<file path="config.mk">
export PLATFORM = sky130hd
export DESIGN_NAME = tmc_top
export DESIGN_NICKNAME = d
export VERILOG_FILES = /design/src/rtl/tmc_pkg.sv /design/src/rtl/tmc_timer.sv /design/src/rtl/tmc_top.sv
export SDC_FILE = /design/constraint.sdc
export NUM_CORES = 1
export LEC_CHECK = 0
export ABC_CLOCK_PERIOD_IN_PS = 3000
export BUFFER_PORTS_ARGS = -buffer_cell sky130_fd_sc_hd__buf_2
export CORE_ASPECT_RATIO = 1.1
export CORE_MARGIN = 2
export CORE_UTILIZATION = 59
export CTS_CLUSTER_SIZE = 8
export DETAILED_ROUTE_END_ITERATION = 16
export GPL_TIMING_DRIVEN = 1
export PLACE_DENSITY = 0.79
export SYNTH_ARGS = -nofsm -noshare
export SYNTH_HDL_FRONTEND = slang
export SYNTH_SLANG_ARGS = --single-unit
</file>
<file path="constraint.sdc">
create_clock -name clk_sys_in -period 3 [get_ports clk_sys_in]
set_input_delay 0.6 -clock clk_sys_in [delete_from_list [all_inputs] [get_ports clk_sys_in]]
set_output_delay 0.6 -clock clk_sys_in [all_outputs]
set_load 0.05 [all_outputs]
</file>
<file path="src/rtl/tmc_pkg.sv">
// constants, encodings and register map of the timer module common core
// How it works
// - each counter's clock comes from the clock select field of its first control register.
// - the choices are the system clock divided, the high clock divided, the sub clock or the pin.
// - a counter equal to a comparator raises an event, may clear the counter and move the pin.
// - every timer has two event sources, one for comparator A and one for comparator P.
// - software picks the rising or the falling edge of the timer clock pin.
// - in single pulse mode the timer clock pin also acts as the trigger.
// - the capture pin captures on rising, falling or both edges as the pin function field says.
// - a periodic timer in capture mode also captures from its periodic clock pin.
// - in compare output mode a comparator A match drives the output pins low, high or toggles them.
// - the PWM waveform appears on the same output pins.
// - the standard counter is 16 bits, the three periodic counters are 10 bits.
// - high bytes are direct, low bytes pass through one 8-bit buffer moved by high byte access.
// - a low compare write fills the buffer, the high write stores both bytes at once.
// - a high byte read returns the high byte and snapshots the low byte into the buffer.
package tmc_pkg;
  localparam int N_TMR = 4;
  localparam int STD_W = 16;
  localparam int PER_W = 10;
  localparam logic [15:0] STD_MASK = 16'hFFFF;
  localparam logic [15:0] PER_MASK = 16'h03FF;
  localparam int SYS_HZ = 100_000_000;
  localparam int SUB_HZ = 32_768;
  localparam int SUB_DIV = SYS_HZ / SUB_HZ;
  localparam logic [11:0] SUB_LAST = 12'(SUB_DIV - 1);
  localparam int PRE_W = 6;
  localparam int ADDR_W = 8;
  localparam logic [2:0] REG_CTRL0 = 3'h0;
  localparam logic [2:0] REG_CTRL1 = 3'h1;
  localparam logic [2:0] REG_CNT_LO = 3'h2;
  localparam logic [2:0] REG_CNT_HI = 3'h3;
  localparam logic [2:0] REG_A_LO = 3'h4;
  localparam logic [2:0] REG_A_HI = 3'h5;
  localparam logic [2:0] REG_P_LO = 3'h6;
  localparam logic [2:0] REG_P_HI = 3'h7;
  localparam logic [7:0] ADDR_STATUS = 8'h80;
  localparam logic [7:0] ADDR_MASK = 8'h84;
  localparam logic [7:0] C0_MASK = 8'hF8;
  localparam logic [7:0] CTRL_RST = 8'h00;
  localparam int C0_PAU = 7;
  localparam int C0_CK_HI = 6;
  localparam int C0_CK_LO = 4;
  localparam int C0_ON = 3;
  localparam int C1_MD_HI = 7;
  localparam int C1_MD_LO = 6;
  localparam int C1_IO_HI = 5;
  localparam int C1_IO_LO = 4;
  localparam int C1_OC = 3;
  localparam int C1_CCLR = 0;
  typedef enum logic [1:0] {MODE_CMP, MODE_CAP, MODE_PWM, MODE_TMR} tmc_mode_t;
  localparam logic [2:0] CK_SYS4 = 3'h0;
  localparam logic [2:0] CK_SYS = 3'h1;
  localparam logic [2:0] CK_H16 = 3'h2;
  localparam logic [2:0] CK_H64 = 3'h3;
  localparam logic [2:0] CK_SUB0 = 3'h4;
  localparam logic [2:0] CK_SUB1 = 3'h5;
  localparam logic [2:0] CK_RISE = 3'h6;
  localparam logic [2:0] CK_FALL = 3'h7;
  localparam logic [1:0] IO_LOW = 2'h1;
  localparam logic [1:0] IO_HIGH = 2'h2;
  localparam logic [1:0] IO_TOGGLE = 2'h3;
  localparam logic [1:0] IO_INACT = 2'h0;
  localparam logic [1:0] IO_ACT = 2'h1;
  localparam logic [1:0] IO_PWM = 2'h2;
  localparam logic [1:0] IO_SINGLE = 2'h3;
  localparam logic [1:0] CAP_RISE = 2'h0;
  localparam logic [1:0] CAP_FALL = 2'h1;
  localparam logic [1:0] CAP_BOTH = 2'h2;
  localparam logic [1:0] CAP_OFF = 2'h3;
  localparam logic [1:0] RESP_OKAY = 2'h0;
  localparam logic [1:0] RESP_SLVERR = 2'h2;
endpackage

</file>
<file path="src/rtl/tmc_timer.sv">
// one timer channel: counter, comparators, capture and output pins
`timescale 1ns/100ps
module tmc_timer #(
  parameter int WIDTH    = 16,
  parameter bit PERIODIC = 1'b0
) (
  input  wire logic        clk_sys_in,
  input  wire logic        rst_b_in,
  input  wire logic [5:0]  div_tick_in,
  input  wire logic [7:0]  ctrl0_in,
  input  wire logic [7:0]  ctrl1_in,
  input  wire logic [15:0] cmpa_in,
  input  wire logic [15:0] cmpp_in,
  input  wire logic        clk_pin_in,
  input  wire logic        cap_pin_in,
  output logic      [15:0] count_out,
  output logic      [15:0] cap_val_out,
  output logic             match_a_out,
  output logic             match_p_out,
  output logic             capture_out,
  output logic             pin_out,
  output logic             pin_inv_out
);
  import tmc_pkg::*;
  logic [WIDTH-1:0] cnt_ff;
  logic [15:0]      cap_ff;
  logic             on_q_ff;
  logic             ck_q_ff;
  logic             cp_q_ff;
  logic             pulse_ff;
  logic             ma_ff;
  logic             mp_ff;
  logic             capt_ff;
  logic             pin_ff;
  logic             pin_n_ff;
  logic             nxt_pin;
  logic             src;
  tmc_mode_t        mode;
  logic [1:0]       io;
  logic             on;
  logic             run;
  logic             tick;
  logic             hit_a;
  logic             hit_p;
  logic             clr_hit;
  logic             on_rise;
  logic             ck_rise;
  logic             ck_fall;
  logic             cp_rise;
  logic             cp_fall;
  logic             cap_ev;
  logic             trig;

  assign mode    = tmc_mode_t'(ctrl1_in[C1_MD_HI:C1_MD_LO]);
  assign io      = ctrl1_in[C1_IO_HI:C1_IO_LO];
  assign on      = ctrl0_in[C0_ON];
  assign on_rise = on & ~on_q_ff;
  assign ck_rise = clk_pin_in & ~ck_q_ff;
  assign ck_fall = ~clk_pin_in & ck_q_ff;
  assign cp_rise = cap_pin_in & ~cp_q_ff;
  assign cp_fall = ~cap_pin_in & cp_q_ff;

  always_comb begin
    case (ctrl0_in[C0_CK_HI:C0_CK_LO])
      CK_SYS4: src = div_tick_in[0];
      CK_SYS:  src = div_tick_in[1];
      CK_H16:  src = div_tick_in[2];
      CK_H64:  src = div_tick_in[3];
      CK_SUB0: src = div_tick_in[4];
      CK_SUB1: src = div_tick_in[5];
      CK_RISE: src = ck_rise;
      CK_FALL: src = ck_fall;
      default: src = 1'b0;
    endcase
  end

  // single pulse counts only while the pulse is out, so a trigger restarts a clean period
  assign run     = on & ~ctrl0_in[C0_PAU] & (mode != MODE_PWM || io != IO_SINGLE || pulse_ff);
  assign tick    = run & src;
  assign hit_a   = tick & (cnt_ff == cmpa_in[WIDTH-1:0]);
  assign hit_p   = tick & (cnt_ff == cmpp_in[WIDTH-1:0]);
  assign clr_hit = ctrl1_in[C1_CCLR] ? hit_a : hit_p;
  assign trig    = on & (mode == MODE_PWM) & (io == IO_SINGLE) & ck_rise;
  assign cap_ev  = on & (mode == MODE_CAP) & (io != CAP_OFF) &
                   (((io == CAP_RISE || io == CAP_BOTH) & cp_rise) |
                    ((io == CAP_FALL || io == CAP_BOTH) & cp_fall) |
                    (PERIODIC & ck_rise));

  always_ff @(posedge clk_sys_in) begin
    if (!rst_b_in) begin
      on_q_ff <= 1'b0;
      ck_q_ff <= 1'b0;
      cp_q_ff <= 1'b0;
    end else begin
      on_q_ff <= on;
      ck_q_ff <= clk_pin_in;
      cp_q_ff <= cap_pin_in;
    end
  end

  always_ff @(posedge clk_sys_in) begin
    if (!rst_b_in) begin
      cnt_ff <= '0;
    end else if (on_rise) begin
      cnt_ff <= '0;
    end else if (tick) begin
      cnt_ff <= clr_hit ? '0 : cnt_ff + 1'b1;
    end
  end

  always_ff @(posedge clk_sys_in) begin
    if (!rst_b_in) begin
      ma_ff   <= 1'b0;
      mp_ff   <= 1'b0;
      capt_ff <= 1'b0;
      cap_ff  <= 16'h0000;
    end else begin
      ma_ff   <= (mode == MODE_CAP) ? cap_ev : hit_a;
      mp_ff   <= hit_p;
      capt_ff <= cap_ev;
      if (cap_ev) begin
        cap_ff <= 16'(cnt_ff);
      end
    end
  end

  always_ff @(posedge clk_sys_in) begin
    if (!rst_b_in || on_rise) begin
      pulse_ff <= 1'b0;
    end else if (trig) begin
      pulse_ff <= 1'b1;
    end else if (hit_a || hit_p) begin
      pulse_ff <= 1'b0;
    end
  end

  always_comb begin
    nxt_pin = pin_ff;
    if (on_rise) begin
      nxt_pin = ctrl1_in[C1_OC];
    end else begin
      case (mode)
        MODE_CMP: begin
          if (hit_a && io == IO_LOW) nxt_pin = 1'b0;
          if (hit_a && io == IO_HIGH) nxt_pin = 1'b1;
          if (hit_a && io == IO_TOGGLE) nxt_pin = ~pin_ff;
        end
        MODE_PWM: begin
          case (io)
            IO_INACT: nxt_pin = ctrl1_in[C1_OC];
            IO_ACT:   nxt_pin = ~ctrl1_in[C1_OC];
            IO_PWM: begin
              if (clr_hit) nxt_pin = ~ctrl1_in[C1_OC];
              if (hit_a) nxt_pin = ctrl1_in[C1_OC];
            end
            default: begin
              if (trig) nxt_pin = ~ctrl1_in[C1_OC];
              if (hit_a) nxt_pin = ctrl1_in[C1_OC];
            end
          endcase
        end
        default: nxt_pin = pin_ff;
      endcase
    end
  end

  always_ff @(posedge clk_sys_in) begin
    if (!rst_b_in) begin
      pin_ff   <= 1'b0;
      pin_n_ff <= 1'b1;
    end else begin
      pin_ff   <= nxt_pin;
      pin_n_ff <= ~nxt_pin;
    end
  end

  assign count_out   = 16'(cnt_ff);
  assign cap_val_out = cap_ff;
  assign match_a_out = ma_ff;
  assign match_p_out = mp_ff;
  assign capture_out = capt_ff;
  assign pin_out     = pin_ff;
  assign pin_inv_out = pin_n_ff;
endmodule

</file>
<file path="src/rtl/tmc_top.sv">
// timer core top: AXI4-Lite registers, prescalers, byte buffers, interrupts, four timers
`timescale 1ns/100ps
module tmc_top (
  input  wire logic                       clk_sys_in,
  input  wire logic                       rst_b_in,
  input  wire logic [tmc_pkg::ADDR_W-1:0] s_axi_awaddr_in,
  input  wire logic                       s_axi_awvalid_in,
  output logic                            s_axi_awready_out,
  input  wire logic [31:0]                s_axi_wdata_in,
  input  wire logic [3:0]                 s_axi_wstrb_in,
  input  wire logic                       s_axi_wvalid_in,
  output logic                            s_axi_wready_out,
  output logic      [1:0]                 s_axi_bresp_out,
  output logic                            s_axi_bvalid_out,
  input  wire logic                       s_axi_bready_in,
  input  wire logic [tmc_pkg::ADDR_W-1:0] s_axi_araddr_in,
  input  wire logic                       s_axi_arvalid_in,
  output logic                            s_axi_arready_out,
  output logic      [31:0]                s_axi_rdata_out,
  output logic      [1:0]                 s_axi_rresp_out,
  output logic                            s_axi_rvalid_out,
  input  wire logic                       s_axi_rready_in,
  input  wire logic [tmc_pkg::N_TMR-1:0]  timer_clock_pin_in,
  input  wire logic [tmc_pkg::N_TMR-1:0]  capture_input_pin_in,
  output logic      [tmc_pkg::N_TMR-1:0]  timer_output_pin_out,
  output logic      [1:0]                 timer_output_inverted_pin_out,
  output logic                            irq_out
);
  import tmc_pkg::*;

  logic             awready_ff;
  logic             wready_ff;
  logic             bvalid_ff;
  logic [1:0]       bresp_ff;
  logic             arready_ff;
  logic             rvalid_ff;
  logic [1:0]       rresp_ff;
  logic [31:0]      rdata_ff;
  logic [PRE_W-1:0] pre_ff;
  logic [11:0]      sub_ff;
  logic [5:0]       div_ff;
  logic [7:0]       status_ff;
  logic [7:0]       mask_ff;
  logic [7:0]       nxt_status;
  logic             irq_ff;
  logic [7:0]       events;

  logic [7:0]       ctrl0_ff [N_TMR];
  logic [7:0]       ctrl1_ff [N_TMR];
  logic [15:0]      cmpa_ff  [N_TMR];
  logic [15:0]      cmpp_ff  [N_TMR];
  logic [7:0]       buf_ff   [N_TMR];
  logic [15:0]      count    [N_TMR];
  logic [15:0]      cap_val  [N_TMR];
  logic [N_TMR-1:0] match_a;
  logic [N_TMR-1:0] match_p;
  logic [N_TMR-1:0] capture;
  logic [N_TMR-1:0] pin;
  logic [N_TMR-1:0] pin_inv;

  logic             wr_hs;
  logic             rd_hs;
  logic             wr_tmr_ok;
  logic             rd_tmr_ok;
  logic             wr_ok;
  logic             rd_ok;
  logic [1:0]       wr_t;
  logic [2:0]       wr_r;
  logic [1:0]       rd_t;
  logic [2:0]       rd_r;
  logic             wr_en;
  logic [7:0]       wr_byte;
  logic             rd_status;
  logic [7:0]       rd_byte;

  // write address and data are taken together in one beat
  assign wr_hs     = s_axi_awvalid_in & awready_ff;
  assign rd_hs     = s_axi_arvalid_in & arready_ff;
  assign wr_tmr_ok = ~s_axi_awaddr_in[7];
  assign rd_tmr_ok = ~s_axi_araddr_in[7];
  assign wr_ok     = wr_tmr_ok | (s_axi_awaddr_in == ADDR_STATUS) |
                     (s_axi_awaddr_in == ADDR_MASK);
  assign rd_ok     = rd_tmr_ok | (s_axi_araddr_in == ADDR_STATUS) |
                     (s_axi_araddr_in == ADDR_MASK);
  assign wr_t      = s_axi_awaddr_in[6:5];
  assign wr_r      = s_axi_awaddr_in[4:2];
  assign rd_t      = s_axi_araddr_in[6:5];
  assign rd_r      = s_axi_araddr_in[4:2];
  // only the low lane carries a register byte, other lanes are dropped
  assign wr_en     = wr_hs & s_axi_wstrb_in[0];
  assign wr_byte   = s_axi_wdata_in[7:0];
  assign rd_status = rd_hs & (s_axi_araddr_in == ADDR_STATUS);

  always_ff @(posedge clk_sys_in) begin
    if (!rst_b_in) begin
      awready_ff <= 1'b0;
      wready_ff  <= 1'b0;
    end else begin
      awready_ff <= ~awready_ff & s_axi_awvalid_in & s_axi_wvalid_in & ~bvalid_ff;
      wready_ff  <= ~awready_ff & s_axi_awvalid_in & s_axi_wvalid_in & ~bvalid_ff;
    end
  end

  always_ff @(posedge clk_sys_in) begin
    if (!rst_b_in) begin
      bvalid_ff <= 1'b0;
      bresp_ff  <= RESP_OKAY;
    end else if (wr_hs) begin
      bvalid_ff <= 1'b1;
      bresp_ff  <= wr_ok ? RESP_OKAY : RESP_SLVERR;
    end else if (s_axi_bready_in) begin
      bvalid_ff <= 1'b0;
    end
  end

  always_ff @(posedge clk_sys_in) begin
    if (!rst_b_in) begin
      arready_ff <= 1'b0;
    end else begin
      arready_ff <= ~arready_ff & s_axi_arvalid_in & ~rvalid_ff;
    end
  end

  always_comb begin
    rd_byte = 8'h00;
    if (!rd_tmr_ok) begin
      if (s_axi_araddr_in == ADDR_STATUS) rd_byte = status_ff;
      if (s_axi_araddr_in == ADDR_MASK) rd_byte = mask_ff;
    end else begin
      case (rd_r)
        REG_CTRL0:  rd_byte = ctrl0_ff[rd_t] & C0_MASK;
        REG_CTRL1:  rd_byte = ctrl1_ff[rd_t];
        REG_CNT_LO: rd_byte = buf_ff[rd_t];
        REG_CNT_HI: rd_byte = count[rd_t][15:8];
        REG_A_LO:   rd_byte = buf_ff[rd_t];
        REG_A_HI:   rd_byte = cmpa_ff[rd_t][15:8];
        REG_P_LO:   rd_byte = buf_ff[rd_t];
        REG_P_HI:   rd_byte = cmpp_ff[rd_t][15:8];
        default:    rd_byte = 8'h00;
      endcase
    end
  end

  always_ff @(posedge clk_sys_in) begin
    if (!rst_b_in) begin
      rvalid_ff <= 1'b0;
      rresp_ff  <= RESP_OKAY;
      rdata_ff  <= 32'h0000_0000;
    end else if (rd_hs) begin
      rvalid_ff <= 1'b1;
      rresp_ff  <= rd_ok ? RESP_OKAY : RESP_SLVERR;
      rdata_ff  <= {24'h00_0000, rd_byte};
    end else if (s_axi_rready_in) begin
      rvalid_ff <= 1'b0;
    end
  end

  // one shared prescaler keeps the divided system ticks phase aligned, the sub ticks run from sub_ff
  always_ff @(posedge clk_sys_in) begin
    if (!rst_b_in) begin
      pre_ff <= '0;
      sub_ff <= 12'h000;
    end else begin
      pre_ff <= pre_ff + 1'b1;
      sub_ff <= (sub_ff == SUB_LAST) ? 12'h000 : sub_ff + 12'h001;
    end
  end

  always_ff @(posedge clk_sys_in) begin
    if (!rst_b_in) begin
      div_ff <= 6'h00;
    end else begin
      div_ff[0] <= (pre_ff[1:0] == 2'h3);
      div_ff[1] <= 1'b1;
      div_ff[2] <= (pre_ff[3:0] == 4'hF);
      div_ff[3] <= (pre_ff == 6'h3F);
      div_ff[4] <= (sub_ff == SUB_LAST);
      div_ff[5] <= (sub_ff == SUB_LAST);
    end
  end

  generate
    for (genvar i = 0; i < N_TMR; i++) begin : g_tmr
      localparam int W = (i == 0) ? STD_W : PER_W;
      localparam logic [15:0] MSK = (i == 0) ? STD_MASK : PER_MASK;
      logic wsel;
      logic rsel;
      assign wsel = wr_en & wr_tmr_ok & (wr_t == 2'(i));
      assign rsel = rd_hs & rd_tmr_ok & (rd_t == 2'(i));

      always_ff @(posedge clk_sys_in) begin
        if (!rst_b_in) begin
          ctrl0_ff[i] <= CTRL_RST;
          ctrl1_ff[i] <= CTRL_RST;
        end else if (wsel && wr_r == REG_CTRL0) begin
          ctrl0_ff[i] <= wr_byte & C0_MASK;
        end else if (wsel && wr_r == REG_CTRL1) begin
          ctrl1_ff[i] <= wr_byte;
        end
      end

      // a write landing with a high byte read keeps the written byte
      always_ff @(posedge clk_sys_in) begin
        if (!rst_b_in) begin
          buf_ff[i] <= 8'h00;
        end else if (wsel && (wr_r == REG_A_LO || wr_r == REG_P_LO)) begin
          buf_ff[i] <= wr_byte;
        end else if (rsel && rd_r == REG_CNT_HI) begin
          buf_ff[i] <= count[i][7:0];
        end else if (rsel && rd_r == REG_A_HI) begin
          buf_ff[i] <= cmpa_ff[i][7:0];
        end else if (rsel && rd_r == REG_P_HI) begin
          buf_ff[i] <= cmpp_ff[i][7:0];
        end
      end

      // capture beats a same-cycle software write so no captured count is lost
      always_ff @(posedge clk_sys_in) begin
        if (!rst_b_in) begin
          cmpa_ff[i] <= 16'h0000;
        end else if (capture[i]) begin
          cmpa_ff[i] <= cap_val[i] & MSK;
        end else if (wsel && wr_r == REG_A_HI) begin
          cmpa_ff[i] <= {wr_byte, buf_ff[i]} & MSK;
        end
      end

      always_ff @(posedge clk_sys_in) begin
        if (!rst_b_in) begin
          cmpp_ff[i] <= 16'h0000;
        end else if (wsel && wr_r == REG_P_HI) begin
          cmpp_ff[i] <= {wr_byte, buf_ff[i]} & MSK;
        end
      end

      tmc_timer #(
        .WIDTH    (W),
        .PERIODIC (i != 0)
      ) u_tmr (
        .clk_sys_in  (clk_sys_in),
        .rst_b_in    (rst_b_in),
        .div_tick_in (div_ff),
        .ctrl0_in    (ctrl0_ff[i]),
        .ctrl1_in    (ctrl1_ff[i]),
        .cmpa_in     (cmpa_ff[i]),
        .cmpp_in     (cmpp_ff[i]),
        .clk_pin_in  (timer_clock_pin_in[i]),
        .cap_pin_in  (capture_input_pin_in[i]),
        .count_out   (count[i]),
        .cap_val_out (cap_val[i]),
        .match_a_out (match_a[i]),
        .match_p_out (match_p[i]),
        .capture_out (capture[i]),
        .pin_out     (pin[i]),
        .pin_inv_out (pin_inv[i])
      );

      assign events[2*i]   = match_a[i];
      assign events[2*i+1] = match_p[i];
    end
  endgenerate

  // a new event in the clearing read still sets its bit
  assign nxt_status = (rd_status ? 8'h00 : status_ff) | events;

  always_ff @(posedge clk_sys_in) begin
    if (!rst_b_in) begin
      status_ff <= 8'h00;
      irq_ff    <= 1'b0;
    end else begin
      status_ff <= nxt_status;
      irq_ff    <= |(nxt_status & mask_ff);
    end
  end

  always_ff @(posedge clk_sys_in) begin
    if (!rst_b_in) begin
      mask_ff <= 8'h00;
    end else if (wr_en && s_axi_awaddr_in == ADDR_MASK) begin
      mask_ff <= wr_byte;
    end
  end

  assign s_axi_awready_out             = awready_ff;
  assign s_axi_wready_out              = wready_ff;
  assign s_axi_bvalid_out              = bvalid_ff;
  assign s_axi_bresp_out               = bresp_ff;
  assign s_axi_arready_out             = arready_ff;
  assign s_axi_rvalid_out              = rvalid_ff;
  assign s_axi_rresp_out               = rresp_ff;
  assign s_axi_rdata_out               = rdata_ff;
  assign timer_output_pin_out          = pin;
  assign timer_output_inverted_pin_out = pin_inv[1:0];
  assign irq_out                       = irq_ff;
endmodule
</file>
==> results.json <==
{
  "status": "finished, final reports clean",
  "syn2layout_area_growth_pct": 12.0,
  "worstSetupPathType": "reg -> reg",
  "fin_hold_ws_ns": 0.254,
  "p_switching_uw": 2760,
  "root_buffer": "clkbuf_16",
  "switching_share_pct": 24.3,
  "dieHeight_um": 188,
  "finalSetupTns_ns": 0,
  "cts_buffers": 50,
  "die_w_um": 171,
  "htree_levels": 2,
  "critPathLaunchType": "flop",
  "seq_area_frac_synth_pct": 49.1,
  "clock_sinks": 356,
  "max_cap_violations": 0,
  "viasPerCell": 6.17,
  "synth_ff_type": "dfxtp_1",
  "worst-endpoint-arrival_ns": 3.18,
  "finish.utilization_pct": 66.8,
  "synth.top_cells.by_area": "edfxtp_1 29%, dfxtp_1 20%, nor2_1 4.9%",
  "crit_fanout": 5,
  "comb_power_share_pct": 6.9,
  "yosysTopAreaCellShare_pct": 29.2,
  "p_int_uw": 8610,
  "max_stage_delay_ns": 0.49,
  "finalMaxSlewViolations": 0,
  "setup_viol": 0,
  "synth_area_um2": 18100,
  "total_power_uw": 11400,
  "path_buf_inv": 0,
  "power_frac_clock_pct": 46.0,
  "max-vdd-ir-drop_mv": 0.486,
  "antenna_found_initial": 1,
  "synthDistinctLibCells": 74,
  "hold_buffers": 0,
  "port_buffers": 61,
  "period_minus_slack_ns": 2.74,
  "min_period_over_period_pct": 91.3,
  "start_util_pct": 59.7,
  "synth_most_common_cell": "nor2_1",
  "drt.antenna.violating_nets": 0,
  "place_congestion": 0.961,
  "crit_family": "simple AND/OR/NAND/NOR gates",
  "tightest_slew_ns": 1.27,
  "fmax_ghz": 0.365,
  "overflow": 0,
  "synth_warnings": 0,
  "synth_seq_cells": 356,
  "first_iter_violations": 1590,
  "drt_pass1_iterations": 5,
  "grt_max_degree": 75,
  "hold_violations": 0,
  "seq_power_share_pct": 47.1,
  "syn_area_per_cell_um2": 10.4,
  "syn_inst": 1742,
  "async_flop_share_pct": 0,
  "hp-class": "in -> reg",
  "io_pins": 115,
  "synth_edf_count": 176,
  "crit_required_ns": 3.45,
  "drive_above_1_share_pct": 13.1,
  "grt_pass1_wl_um": 76800,
  "cts_tree": "yes",
  "final.setup_skew_ns": 0.0253,
  "first_global_vias": 13500,
  "end_kind": "flop",
  "rows": 67,
  "wl_per_cell_um": 22.3,
  "coreArea_um2": 30300,
  "synth_top_cell_by_area": "edfxtp_1",
  "drc": 0,
  "synth_common_cells": "237 x nor2_1, 180 x dfxtp_1, 176 x edfxtp_1",
  "vias": 13900,
  "clk_latency_ns": 0.58,
  "slowest_stage": "edfxtp_1",
  "max_slew_margin_pct": 14.8,
  "ff2ff_setup_slack_ns": 0.26,
  "wl_um": 50300,
  "powerDensity_nw_per_um2": 561,
  "p_leak_uw": 0.00806,
  "die_area_um2": 32100,
  "path_cells": "ha_1 -> nor4bb_1 -> nor4b_2 -> o211ai_1 -> or3_1 -> mux2_2 -> a221oi_2 -> o21ai_0",
  "rsz0062_at_grt": "no",
  "cts_buffer_depth": 3,
  "clk_pin_slew_ns": 0.05,
  "dp_hpwl_um": 36100,
  "grt_usage_pct": 31.4,
  "layout.nets": 1891
}
stage by stage:
stage | cell area, um^2 | instances | setup slack (ns)
final | 20300 | 2253 | 0.262
after global routing | 20300 | 2252 | 0.0739
after global placement | 18800 | 2161 | 0.229
after CTS | 20300 | 2251 | 0.199
after floorplan | 18200 | 1767 | 0.192
after detailed placement | 18800 | 2161 | 0.214
what timing repair did:
item	4_1_cts	5_1_grt
gates resized for setup	0	1
setup endpoints to repair	0	2
setup buffers	0	0
power groups by stage:
| stage | Clock, uW | Combinational (uW) | Sequential, uW |
|---|---|---|---|
| floorplan | 0 | 543 | 5420 |
| global placement | 0 | 758 | 5440 |
| detailed placement | 0 | 771 | 5450 |
| CTS | 5270 | 775 | 5350 |
| global route | 5490 | 830 | 5360 |
| finish | 5230 | 785 | 5360 |
cell families after synthesis:
| family | after synthesis | share of synthesized area (%) |
|---|---|---|
| AND/OR/NAND/NOR | 652 | 18.2 |
| flip-flops | 356 | 49.1 |
| AO/OA/AOI/OAI | 268 | 10.7 |
| buffers and inverters | 180 | 4.56 |
| XOR/XNOR | 145 | 7.01 |
| multiplexers | 115 | 8.69 |
| adder cells (fa/ha/maj) | 25 | 1.73 |
| other | 1 | 0.0207 |
worst register-to-register path: stages (launching register included):
cell,delay (ns)
edfxtp_1,0.49
ha_1,0.30
nor4bb_1,0.17
nor4b_2,0.29
o211ai_1,0.20
or3_1,0.43
mux2_2,0.30
a221oi_2,0.29
o21ai_0,0.12
placed cells by master, fill, tap and decap left out, drive strengths merged, types with 8 or more instances in the layout:
| cell type | synthesis | routed |
|---|---|---|
| inv | 37 | 38 |
| a221oi | 17 | 17 |
| nor3 | 24 | 24 |
| and2 | 125 | 125 |
| xor2 | 84 | 84 |
| dfxtp | 180 | 180 |
| nor4 | 20 | 20 |
| a21o | 8 | 8 |
| a21oi | 47 | 47 |
| and3 | 18 | 18 |
| nand4 | 27 | 27 |
| nand3 | 34 | 34 |
| mux4 | 33 | 33 |
| a22o | 53 | 53 |
| nor2 | 237 | 237 |
| nand2 | 75 | 75 |
| edfxtp | 176 | 176 |
| or2 | 13 | 13 |
| nor2b | 17 | 17 |
| o21ai | 40 | 40 |
| nand2b | 21 | 21 |
| clkbuf | 88 | 86 |
| mux2i | 75 | 75 |
| conb | 1 | 26 |
| or3 | 12 | 12 |
| a22oi | 27 | 27 |
| ha | 25 | 25 |
| buf | 55 | 123 |
| a211oi | 22 | 22 |
| xnor2 | 61 | 61 |
metal layers:
layer	track usage, %	vias up	part of all wire [%]
met3	5.45	145	8.9
met1	41.6	6768	39
li1	-	6292	-
met4	15.0	0	5.0
met2	50.0	701	47
met5	0	-	0
state kept, by name, indices dropped and copies added, names as in the netlist, 6 cells and up, named ones only:
name,flops
ctrl1_ff,32
sub_ff,12
status_ff,8
ctrl0_ff,20
buf_ff,32
g_tmr.u_tmr.cnt_ff,30
cmpp_ff,46
s_axi_rdata_out,8
pre_ff,6
g_tmr.u_tmr.cap_val_out,46
cmpa_ff,46
g_tmr.u_tmr.count_out,16
mask_ff,8
layout make-up:
cell class | count | area [um^2]
fillers | 2308 | 10100
flip-flops and latches | 356 | 8890
multi-input cells | 1231 | 8500
clock buffers | 86 | 1390
repair buffers | 123 | 783
well taps | 414 | 518
inverters | 37 | 140
clock inverters | 4 | 61.3
diodes | 2 | 5.00
final timing paths:
check / startpoint / endpoint / cells after the start
max: ctrl1_ff[1][5] / flop / 8
min: timer_clock_pin_in[3] / g_tmr[3].u_tmr.ck_q_ff / 2
max reg2reg: ctrl1_ff[1][5] / flop / 8
min reg2reg: pre_ff[0] / pre_ff[0] / 1
No activity file was read; power rests on OpenSTA's default activity.
